===== config.mk =====
export PLATFORM = sky130hd
export DESIGN_NAME = cic_top
export DESIGN_NICKNAME = d
export VERILOG_FILES = /design/src/core/cic_pkg.sv /design/src/core/cic_top.sv
export VERILOG_INCLUDE_DIRS = /design/src /design/src/core
export SDC_FILE = /design/constraint.sdc
export NUM_CORES = 1
export LEC_CHECK = 0
export BUFFER_PORTS_ARGS = -buffer_cell sky130_fd_sc_hd__buf_2
export CAP_MARGIN = 5
export CORE_AREA = 4 4 243 245
export CTS_CLUSTER_SIZE = 25
export DETAILED_ROUTE_END_ITERATION = 6
export DIE_AREA = 0 0 247 249
export SYNTH_ARGS = -nofsm -noshare
export SYNTH_HDL_FRONTEND = slang
export SYNTH_SLANG_ARGS = --single-unit

===== constraint.sdc =====
create_clock -name clock -period 15.7 [get_ports clock]
set_input_delay 0.785 -clock clock [delete_from_list [all_inputs] [get_ports clock]]
set_output_delay 0.785 -clock clock [all_outputs]
set_load 0.02 [all_outputs]

===== src/core/cic_params.svh =====
// constants for the cutter input command block
`ifndef CIC_PARAMS_SVH
`define CIC_PARAMS_SVH
`define CIC_NCMD 10
`define CIC_NPHYS 16
`define CIC_SEL_W 4
`define CIC_SPD_W 16
`define CIC_LEN_W 32
`define CIC_CMD_EN 0
`define CIC_CMD_RUN 1
`define CIC_CMD_VSEL 2
`define CIC_CMD_VRUN 3
`define CIC_CMD_JOGF 4
`define CIC_CMD_JOGR 5
`define CIC_CMD_HOME 6
`define CIC_CMD_CLR 7
`define CIC_CMD_ICUT 8
`define CIC_CMD_TEST 9
`define CIC_MAP_VALID 4
`define CIC_A_RS 8'h00
`define CIC_A_CAN 8'h04
`define CIC_A_JOG 8'h08
`define CIC_A_TRIM 8'h0c
`define CIC_A_HOME 8'h10
`define CIC_A_VSPD 8'h14
`define CIC_A_VRAMP 8'h18
`define CIC_A_LEN 8'h1c
`define CIC_A_TLEN 8'h20
`define CIC_A_STAT 8'h24
`define CIC_A_VFRQ 8'h28
`define CIC_A_MAP 8'h40
`define CIC_A_MAP_END 8'h64
`define CIC_RST_SPD 16'h0000
`define CIC_RST_LEN 32'h0000_0000
`define CIC_RST_RAMP 16'h0001
`endif


===== src/core/cic_pkg.sv =====
// types for the cutter input command block
`include "cic_params.svh"
package cic_pkg;
  typedef enum logic [2:0] {
    ST_OFF, ST_HOLD, ST_JOG, ST_SEEK, ST_HOMEMOVE, ST_AUTO
  } cic_mode_t;
  typedef struct packed {
    logic enable;
    logic counters_rst;
    logic analog_zero;
    logic hold_pos;
    logic auto_cut;
    logic master_virtual;
    logic line_enc_en;
    logic err_clear;
    logic imm_cut;
    logic len_trial;
    logic signed [`CIC_SPD_W-1:0] move_speed;
    logic signed [`CIC_SPD_W-1:0] trim_speed;
    logic [`CIC_SPD_W-1:0] vm_freq;
    logic [`CIC_LEN_W-1:0] cut_len;
  } cic_ctrl_t;
  typedef struct packed {
    logic [`CIC_NPHYS-1:0] s1;
    logic [`CIC_NPHYS-1:0] s2;
    logic [`CIC_NPHYS-1:0] s3;
    logic [`CIC_NPHYS-1:0] phys;
    logic [2:0] cp_sync;
    logic cp_f;
    logic cp_prev;
    logic [`CIC_NCMD-1:0] rs;
    logic [`CIC_NCMD-1:0] can;
    logic [`CIC_NCMD-1:0][`CIC_MAP_VALID:0] map;
    logic [`CIC_SPD_W-1:0] jog_spd;
    logic [`CIC_SPD_W-1:0] trim_spd;
    logic [`CIC_SPD_W-1:0] home_spd;
    logic [`CIC_SPD_W-1:0] vm_spd;
    logic [`CIC_SPD_W-1:0] vm_step;
    logic [`CIC_LEN_W-1:0] len;
    logic [`CIC_LEN_W-1:0] tlen;
    logic [`CIC_NCMD-1:0] cmd_prev;
    logic trial_pend;
    cic_mode_t mode;
    cic_ctrl_t ctrl;
    logic [31:0] prdata;
    logic pslverr;
  } cic_state_t;
endpackage


===== src/core/cic_top.sv =====
// command resolution and mode control for a rotating cutter controller
// Notes on behaviour
// - each command may be mapped to any one of sixteen physical inputs
// - a command is active when its input, serial bit or CAN bit is active
// - serial and CAN bits activate a command even when it is unmapped
// - enable off: functions off except fault acknowledge, master select and trial select, analogue outputs zero, counters held in reset
// - run off: roll held in position; jog and on-demand cut still allowed
// - run on: automatic cutting by length or printmark
// - master select off: line encoder channel is the master axis
// - master select on: frequency generator is master, encoder ignored
// - master select change accepted only while run is off
// - generator run falling: ramp frequency down to 0 Hz and stay stopped
// - generator run rising: ramp frequency up to the selected speed
// - run off: forward or reverse move drives roll at jog speed
// - when manual move ends, hold roll at new position
// - run on: forward or reverse move trims cut position at trim speed
// - homing edge: move forward to cutting pulse, then on to home
// - fault acknowledge edge resets errors and clears messages
// - on-demand cut edge at standstill starts one cut at once
// - after an on-demand cut the next piece has preset length again
// - trial select off cuts normal length, on cuts trial length
// - short trial pulse gives exactly one trial cut at next cycle
// - home position lies opposite the centre of the synchronous zone
// - homing search moves at a configurable speed until the cutting pulse
`timescale 1ns/100ps
`include "cic_params.svh"
module cic_top (
  input wire logic clock, // 40 MHz control clock
  input wire logic arst_n, // asynchronous reset, active low
  input wire logic psel, // apb select
  input wire logic penable, // apb access phase
  input wire logic pwrite, // apb direction
  input wire logic [7:0] paddr, // apb byte address
  input wire logic [31:0] pwdata, // apb write data
  output logic [31:0] prdata, // apb read data
  output logic pready, // apb ready
  output logic pslverr, // apb error on unmapped address
  input wire logic [`CIC_NPHYS-1:0] control_input_terminal, // field inputs
  input wire logic cut_pulse, // once-per-revolution sensor
  input wire logic roll_standstill, // from roll speed logic
  input wire logic at_home, // from roll position logic
  input wire logic cycle_done, // one pulse per finished cut
  output cic_pkg::cic_ctrl_t ctrl // resolved control outputs
);
  cic_pkg::cic_state_t q;
  cic_pkg::cic_state_t d;
  logic [`CIC_NCMD-1:0] cmd;
  logic [`CIC_NCMD-1:0] rise;
  logic setup;
  logic access;
  logic [31:0] rdat;
  logic rerr;

  function automatic logic [`CIC_SPD_W-1:0] ramp(input logic [`CIC_SPD_W-1:0] cur,
      input logic [`CIC_SPD_W-1:0] tgt, input logic [`CIC_SPD_W-1:0] stp);
    logic [`CIC_SPD_W:0] sum;
    sum = {1'b0, cur} + {1'b0, stp};
    if (cur < tgt) begin
      ramp = (sum > {1'b0, tgt}) ? tgt : sum[`CIC_SPD_W-1:0];
    end else if (cur - tgt > stp) begin
      ramp = cur - stp;
    end else begin
      ramp = tgt;
    end
  endfunction

  function automatic logic map_hit(input logic [7:0] a);
    map_hit = (a >= `CIC_A_MAP) && (a <= `CIC_A_MAP_END) && (a[1:0] == 2'b00);
  endfunction

  // source combination for each command
  for (genvar i = 0; i < `CIC_NCMD; i++) begin : g_cmd
    logic from_pin;
    assign from_pin = q.map[i][`CIC_MAP_VALID] & q.phys[q.map[i][`CIC_SEL_W-1:0]];
    assign cmd[i] = from_pin | q.rs[i] | q.can[i];
  end
  assign rise = cmd & ~q.cmd_prev;

  assign setup = psel & ~penable;
  assign access = psel & penable;
  assign pready = 1'b1;
  assign prdata = q.prdata;
  assign pslverr = q.pslverr;
  assign ctrl = q.ctrl;

  // read data is captured in the setup cycle so that zero-wait access returns a flop
  always_comb begin
    rdat = 32'h0000_0000;
    rerr = 1'b0;
    if (paddr == `CIC_A_RS) begin
      rdat[`CIC_NCMD-1:0] = q.rs;
    end else if (paddr == `CIC_A_CAN) begin
      rdat[`CIC_NCMD-1:0] = q.can;
    end else if (paddr == `CIC_A_JOG) begin
      rdat[`CIC_SPD_W-1:0] = q.jog_spd;
    end else if (paddr == `CIC_A_TRIM) begin
      rdat[`CIC_SPD_W-1:0] = q.trim_spd;
    end else if (paddr == `CIC_A_HOME) begin
      rdat[`CIC_SPD_W-1:0] = q.home_spd;
    end else if (paddr == `CIC_A_VSPD) begin
      rdat[`CIC_SPD_W-1:0] = q.vm_spd;
    end else if (paddr == `CIC_A_VRAMP) begin
      rdat[`CIC_SPD_W-1:0] = q.vm_step;
    end else if (paddr == `CIC_A_LEN) begin
      rdat = q.len;
    end else if (paddr == `CIC_A_TLEN) begin
      rdat = q.tlen;
    end else if (paddr == `CIC_A_STAT) begin
      rdat[`CIC_NCMD-1:0] = cmd;
      rdat[18:16] = q.mode;
      rdat[19] = q.trial_pend;
      rdat[20] = q.ctrl.master_virtual;
    end else if (paddr == `CIC_A_VFRQ) begin
      rdat[`CIC_SPD_W-1:0] = q.ctrl.vm_freq;
    end else if (map_hit(paddr)) begin
      rdat[`CIC_MAP_VALID:0] = q.map[4'((paddr - `CIC_A_MAP) >> 2)];
    end else begin
      rerr = 1'b1;
    end
  end

  always_comb begin
    logic jog;
    logic jog_dir_rev;
    logic en;
    logic run;
    d = q;
    en = cmd[`CIC_CMD_EN];
    run = cmd[`CIC_CMD_RUN] & en;
    jog = en & (cmd[`CIC_CMD_JOGF] ^ cmd[`CIC_CMD_JOGR]);
    jog_dir_rev = cmd[`CIC_CMD_JOGR];
    // pin filter: a change counts once the last two stages agree
    d.s1 = control_input_terminal;
    d.s2 = q.s1;
    d.s3 = q.s2;
    for (int k = 0; k < `CIC_NPHYS; k++) begin
      if (q.s2[k] == q.s3[k]) begin
        d.phys[k] = q.s3[k];
      end
    end
    d.cp_sync = {q.cp_sync[1:0], cut_pulse};
    if (q.cp_sync[1] == q.cp_sync[2]) begin
      d.cp_f = q.cp_sync[2];
    end
    d.cp_prev = q.cp_f;
    d.cmd_prev = cmd;

    // bus
    if (setup) begin
      d.prdata = pwrite ? 32'h0000_0000 : rdat;
      d.pslverr = rerr;
    end
    if (access & pwrite & ~rerr) begin
      if (paddr == `CIC_A_RS) begin
        d.rs = pwdata[`CIC_NCMD-1:0];
      end else if (paddr == `CIC_A_CAN) begin
        d.can = pwdata[`CIC_NCMD-1:0];
      end else if (paddr == `CIC_A_JOG) begin
        d.jog_spd = pwdata[`CIC_SPD_W-1:0];
      end else if (paddr == `CIC_A_TRIM) begin
        d.trim_spd = pwdata[`CIC_SPD_W-1:0];
      end else if (paddr == `CIC_A_HOME) begin
        d.home_spd = pwdata[`CIC_SPD_W-1:0];
      end else if (paddr == `CIC_A_VSPD) begin
        d.vm_spd = pwdata[`CIC_SPD_W-1:0];
      end else if (paddr == `CIC_A_VRAMP) begin
        d.vm_step = pwdata[`CIC_SPD_W-1:0];
      end else if (paddr == `CIC_A_LEN) begin
        d.len = pwdata;
      end else if (paddr == `CIC_A_TLEN) begin
        d.tlen = pwdata;
      end else if (map_hit(paddr)) begin
        d.map[4'((paddr - `CIC_A_MAP) >> 2)] = pwdata[`CIC_MAP_VALID:0];
      end
    end

    // mode sequencing
    case (q.mode)
      cic_pkg::ST_OFF: begin
        if (en) begin
          d.mode = cic_pkg::ST_HOLD;
        end
      end
      cic_pkg::ST_HOLD: begin
        if (run) begin
          d.mode = cic_pkg::ST_AUTO;
        end else if (rise[`CIC_CMD_HOME]) begin
          d.mode = cic_pkg::ST_SEEK;
        end else if (jog) begin
          d.mode = cic_pkg::ST_JOG;
        end
      end
      cic_pkg::ST_JOG: begin
        if (run) begin
          d.mode = cic_pkg::ST_AUTO;
        end else if (!jog) begin
          d.mode = cic_pkg::ST_HOLD;
        end
      end
      cic_pkg::ST_SEEK: begin
        if (run) begin
          d.mode = cic_pkg::ST_AUTO;
        end else if (q.cp_f & ~q.cp_prev) begin
          d.mode = cic_pkg::ST_HOMEMOVE;
        end
      end
      cic_pkg::ST_HOMEMOVE: begin
        if (run) begin
          d.mode = cic_pkg::ST_AUTO;
        end else if (at_home) begin
          d.mode = cic_pkg::ST_HOLD;
        end
      end
      cic_pkg::ST_AUTO: begin
        if (!run) begin
          d.mode = cic_pkg::ST_HOLD;
        end
      end
      default: begin
        d.mode = cic_pkg::ST_OFF;
      end
    endcase
    if (!en) begin
      d.mode = cic_pkg::ST_OFF;
    end

    // outputs, registered
    d.ctrl.enable = en;
    d.ctrl.counters_rst = ~en;
    d.ctrl.analog_zero = ~en;
    d.ctrl.hold_pos = (d.mode == cic_pkg::ST_HOLD);
    d.ctrl.auto_cut = (d.mode == cic_pkg::ST_AUTO);
    if (!cmd[`CIC_CMD_RUN]) begin
      d.ctrl.master_virtual = cmd[`CIC_CMD_VSEL];
    end
    d.ctrl.line_enc_en = en & ~d.ctrl.master_virtual;
    d.ctrl.move_speed = '0;
    if (d.mode == cic_pkg::ST_JOG) begin
      d.ctrl.move_speed = jog_dir_rev ? -$signed(q.jog_spd) : $signed(q.jog_spd);
    end else if (d.mode == cic_pkg::ST_SEEK || d.mode == cic_pkg::ST_HOMEMOVE) begin
      d.ctrl.move_speed = $signed(q.home_spd);
    end
    d.ctrl.trim_speed = '0;
    if (d.mode == cic_pkg::ST_AUTO && jog) begin
      d.ctrl.trim_speed = jog_dir_rev ? -$signed(q.trim_spd) : $signed(q.trim_spd);
    end
    // generator ramps toward its target at the configured step per clock
    if (!en) begin
      d.ctrl.vm_freq = '0;
    end else begin
      d.ctrl.vm_freq = ramp(q.ctrl.vm_freq, cmd[`CIC_CMD_VRUN] ? q.vm_spd : `CIC_RST_SPD, q.vm_step);
    end
    d.ctrl.err_clear = rise[`CIC_CMD_CLR];
    d.ctrl.imm_cut = rise[`CIC_CMD_ICUT] & en & roll_standstill;
    // a trial request arriving with the cycle end is kept for the next cycle
    d.trial_pend = (rise[`CIC_CMD_TEST] & en) | (q.trial_pend & ~cycle_done);
    d.ctrl.len_trial = cmd[`CIC_CMD_TEST] | d.trial_pend;
    d.ctrl.cut_len = d.ctrl.len_trial ? q.tlen : q.len;
  end

  always_ff @(posedge clock or negedge arst_n) begin
    if (!arst_n) begin
      q <= '0;
      q.vm_step <= `CIC_RST_RAMP;
      q.len <= `CIC_RST_LEN;
      q.tlen <= `CIC_RST_LEN;
      q.mode <= cic_pkg::ST_OFF;
      q.ctrl.counters_rst <= 1'b1;
      q.ctrl.analog_zero <= 1'b1;
    end else begin
      q <= d;
    end
  end
endmodule


Word-level counts from Yosys, hierarchy flattened
Cells that the tools add are included.
W data, S select, Z words.
{ "word_totals": {"output_inout_bits": 124, "ff_bits": 419, "inputBits": 65, "elab_cells": 284} }
{ "classes": {"n_eq_ne": 37, "n_reduce_logical": 18, "bitwise": 62, "add_sub_neg": 6, "n_mux": 85, "order_cmp": 17} }
{ "op_table": {"columns": ["op", "n"], "rows": [
  ["$mux W16", 20],
  ["$mux W32", 3],
  ["$lt A4 B5 Y1 const B", 11],
  ["$bwmux W50", 1],
  ["$mux W22", 2],
  ["$bmux W1 S4", 10],
  ["$mux W3", 11],
  ["$eq A8 B5 Y1 const B", 4],
  ["$neg A16 Y16", 2],
  ["$sub A16 B16 Y16", 2],
  ["$mux W10", 3],
  ["$mux W5", 5],
  ["$eq A8 B6 Y1 const B", 3],
  ["$mux W1", 23],
  ["$and A1 B1 Y1", 22],
  ["$mux W11", 2],
  ["$or A1 B1 Y1", 22],
  ["$mux W21", 1],
  ["$bmux W5 S4", 1],
  ["$demux W5 S4", 1],
  ["$pmux W3 S6", 1],
  ["$add A16 B16 Y17", 1],
  ["$eq A1 B1 Y1", 17],
  ["$gt A17 B16 Y1", 1],
  ["other kinds (31)", 56]
]} }

Depth between registers and ports, before layout
{ "depth": {"word_depth": 18, "depth_mapped": 26} }

Worst setup path before layout
OpenSTA, ideal clock, no wires.
{ "synth_timing": {"kind": "reg2reg", "from": "register q[296] (netlist name)", "to": "register, netlist name ctrl[38]", "t_arrival_ns": 5.977, "path_stages_with_launch": 26, "slack_ns": 9.620, "cell_sequence": "dfrtp_1 > clkbuf_1 > mux4_2 > mux4_2 > a211o_1 > clkbuf_1 > nand2_1 > ha_1 > o21a_1 > o31a_1 > o41a_1 > a21oi_1 > o21bai_1 > a21oi_1 > o21ai_0 > xor2_1 > ha_1 > nand2_1 > or4_1 > o2111ai_1 > o221a_2 > buf_1 > and2_1 > a21oi_1 > clkbuf_1 > a221oi_1"} }
{ "synth_lines": {"columns": ["item", "line", "text"], "rows": [
  ["start: declaration", "cic_top.sv:45", "cic_pkg::cic_state_t q;"]
]} }

==> impl_metrics.json <==
{
  "status": "completed",
  "slew_headroom_pct": 24.1,
  "syn_area_per_cell_um2": 11.5,
  "r2r_end": "ctrl[40]$_DFF_PN0_",
  "critPathKind": "flop to flop",
  "yosys_warnings": 0,
  "first_pass_iters": 7,
  "wl_per_cell_um": 25.0,
  "hold_viol": 0,
  "num-fill-cells": 5394,
  "cp_cell_sequence": "mux4_2, mux4_2, a211o_1, and2_1, ha_1, fa_1, nor2b_1, o31a_1, o41a_1, a21oi_1, o21bai_1, a21oi_1, o21ai_0, xor2_1, ha_1, nand2_1, or4_1, o2111ai_1, o221a_2, and2_1, a21oi_1, buf_4, a2111oi_0",
  "reg2reg_slack_ps": 8520,
  "syn_to_final_growth_pct": 10.5,
  "final_cell_mix": "dfrtp_1 (411), mux2_2 (251), buf_2 (186), nand2_1 (125), ha_1 (81)",
  "register_area_um2": 10300,
  "internal_power_mw": 2.89,
  "cts_buffers": 47,
  "via_per_inst": 5.88,
  "crit_top_cell": "a21oi_1",
  "io_buffers": 187,
  "root_buffer": "clkbuf_16",
  "post_cts_buffers": 0,
  "pwr-share-comb_pct": 56.4,
  "setup.worst_path.end_class": "flop",
  "cts_tree": "built",
  "clk_latency_ps": 600,
  "crit_required_ps": 16140,
  "die_height_um": 249,
  "grt_max_degree": 127,
  "syn_area_um2": 22600,
  "syn_nets": 2118,
  "seqPwrFrac_pct": 21.9,
  "die_w_um": 247,
  "worst_pin_slew_ps": 1130,
  "htree_levels": 2,
  "cp-startpoint": "q[296]$_DFFE_PN0P_",
  "final_util_pct": 43.7,
  "final.setup.tns_ps": 0,
  "max_stage_delay_ps": 620,
  "grt_remaining_overflow": 0,
  "first_iter_violations": 1431,
  "grt_use_total_pct": 22.3,
  "finalNetCount": 2140,
  "dp_cells": 2707,
  "met3WireLength_mm": 4.89,
  "cellPowerDensity_nw_per_um2": 211,
  "setup_viol": 0,
  "p_total_mw": 5.26,
  "num_vias": 16500,
  "max_freq_mhz": 139,
  "r2r-start": "q[296]$_DFFE_PN0P_",
  "clk_path_buf_depth": 3,
  "ios": 189,
  "cp-start-kind": "flop",
  "core.rowCount": 88,
  "switching_power_mw": 2.37,
  "start_util_pct": 39.5,
  "cp.arrival_ps": 7620,
  "pwr-share-clk_pct": 21.7,
  "grt_pass1_wl_mm": 105,
  "crit_fanout": 17,
  "fin_crit_sh_pct": 45.7,
  "ys_seq_area_share_pct": 45.7,
  "final_common_cell": "dfrtp_1",
  "r2r_cells": 23,
  "slowest_stage": "a211o_1",
  "antenna_found_initial": 11,
  "drcViolationCount": 0,
  "multi_input_area_um2": 10700,
  "place.gp.congestion": 0.955,
  "synth_flop_cell": "dfrtp_1",
  "slew_violations": 0,
  "antenna_left": 0,
  "cts_resized": 0,
  "synthDistinctLibCells": 75,
  "synth_async_sr_flop_share_pct": 100,
  "met2_length_mm": 32.9,
  "max_cap_violations": 0,
  "fin_hold_ws_ps": 234,
  "p_leak_nw": 11.8,
  "min_period_ps": 7180,
  "crit_end": "ctrl[40]$_DFF_PN0_",
  "dieArea_um2": 61500,
  "cts_hold_buffers": 0,
  "wirelength_mm": 69.9,
  "drive_gt1_share_pct": 30.5,
  "rsz0062_at_grt": "no",
  "top_layer": "met5",
  "synth_edf_count": 0,
  "worstHoldPathType": "primary input to asynchronous set/reset pin",
  "clk_pin_slew_ps": 60,
  "worst_clock_skew_ps": 33.1,
  "core_region_area_um2": 57100,
  "synth_seq_cells": 413,
  "synthCells": 1969,
  "dpl.hpwl_mm": 51.4,
  "final_cells": 2800,
  "peakVddDrop_mv": 0.378,
  "grt_pass1_vias": 16500,
  "met1Wirelength_mm": 29.4,
  "sw_frac_of_total_pct": 45.0,
  "clock-sinks": 413
}
==> registers in the layout (all words and copies together) (netlist names) <==
name,flops
ctrl,88
d,35
prdata,32
pslverr,1
q,257
==> layer usage <==
| layer | global-route usage, % | vias up |
|---|---|---|
| li1 | - | 7215 |
| met1 | 29.8 | 8395 |
| met2 | 36.1 | 665 |
| met3 | 4.70 | 162 |
| met4 | 7.80 | 16 |
| met5 | 0 | - |
==> kinds of logic (layout without fill, tap and decap cells) <==
family	Yosys count	after routing	synth area share (%)
simple gates	389	389	8.34
flops	413	413	45.7
mux	320	320	18.5
xor+xnor	66	66	2.59
buf+inv	296	357	7.09
fa+ha+maj	101	101	5.50
compound gates	383	383	12.2
other cells	1	6	0.0166
==> cells in the mapped netlist, types with 28 or more instances <==
| cell type | instances | area [µm²] |
|---|---|---|
| xnor2_1 | 37 | 324 |
| nand2_1 | 125 | 469 |
| dfrtp_1 | 411 | 10300 |
| a21oi_1 | 57 | 285 |
| nand3_1 | 33 | 165 |
| mux2_2 | 251 | 2830 |
| nor2_1 | 82 | 308 |
| clkbuf_1 | 79 | 297 |
| ha_1 | 81 | 1010 |
| mux4_2 | 53 | 1190 |
| inv_1 | 56 | 210 |
| o21ai_0 | 65 | 325 |
| xor2_1 | 28 | 245 |
| buf_4 | 123 | 923 |
| o221ai_1 | 38 | 333 |
| nor3_1 | 49 | 245 |
==> per-stage QoR <==
stage	area, µm²	worst slack, ps
after floorplan	22600	9620
after global placement	23300	8770
after detailed placement	23300	8660
after CTS	25000	8630
after global routing	25000	8090
final	25000	8520
==> power by group through the flow <==
stage                     Sequential (mW)  Clock [mW]  Combinational (mW)
after floorplan                      1.11           0               0.560
after global placement               1.18           0                3.14
after detailed placement             1.18           0                3.11
after CTS                            1.16        1.18                3.13
after global routing                 1.16        1.22                3.21
final                                1.15        1.14                2.96
==> worst min path at each step <==
stage                               endpoint  slack [ps]  depth (start not counted)
after floorplan             d[355]$_DFF_PN0_         330                          0
after global placement      d[355]$_DFF_PN0_         330                          0
after detailed placement    d[387]$_DFF_PN0_         340                          0
after CTS                   d[399]$_DFF_PN0_         270                          1
after global routing        d[398]$_DFF_PN0_         280                          1
final                     ctrl[19]$_DFF_PN0_         230                          1
==> final cells by class <==
type | count | area share, %
Clock buffer | 65 | 5.55
Inverter | 57 | 0.857
Clock inverter | 23 | 0.987
Sequential cell | 413 | 41.4
Multi-Input combinational cell | 1260 | 42.8
Antenna cell | 5 | 0.0501
Tap cell | 765 | 3.83
Timing Repair Buffer | 212 | 4.54
==> worst max-delay path: cells and delay by family, from the launching register on <==
family                     cells  cell delay (ps)
AOI/OAI and AO/OA             11             2730
and+or+nand+nor                5             1390
muxes                          2             1060
adders and majority gates      3              910
DFF                            1              520
buffers and inverters          1              300
xor gates and xnor gates       1              100
No activity file was read; power rests on OpenSTA's default activity.
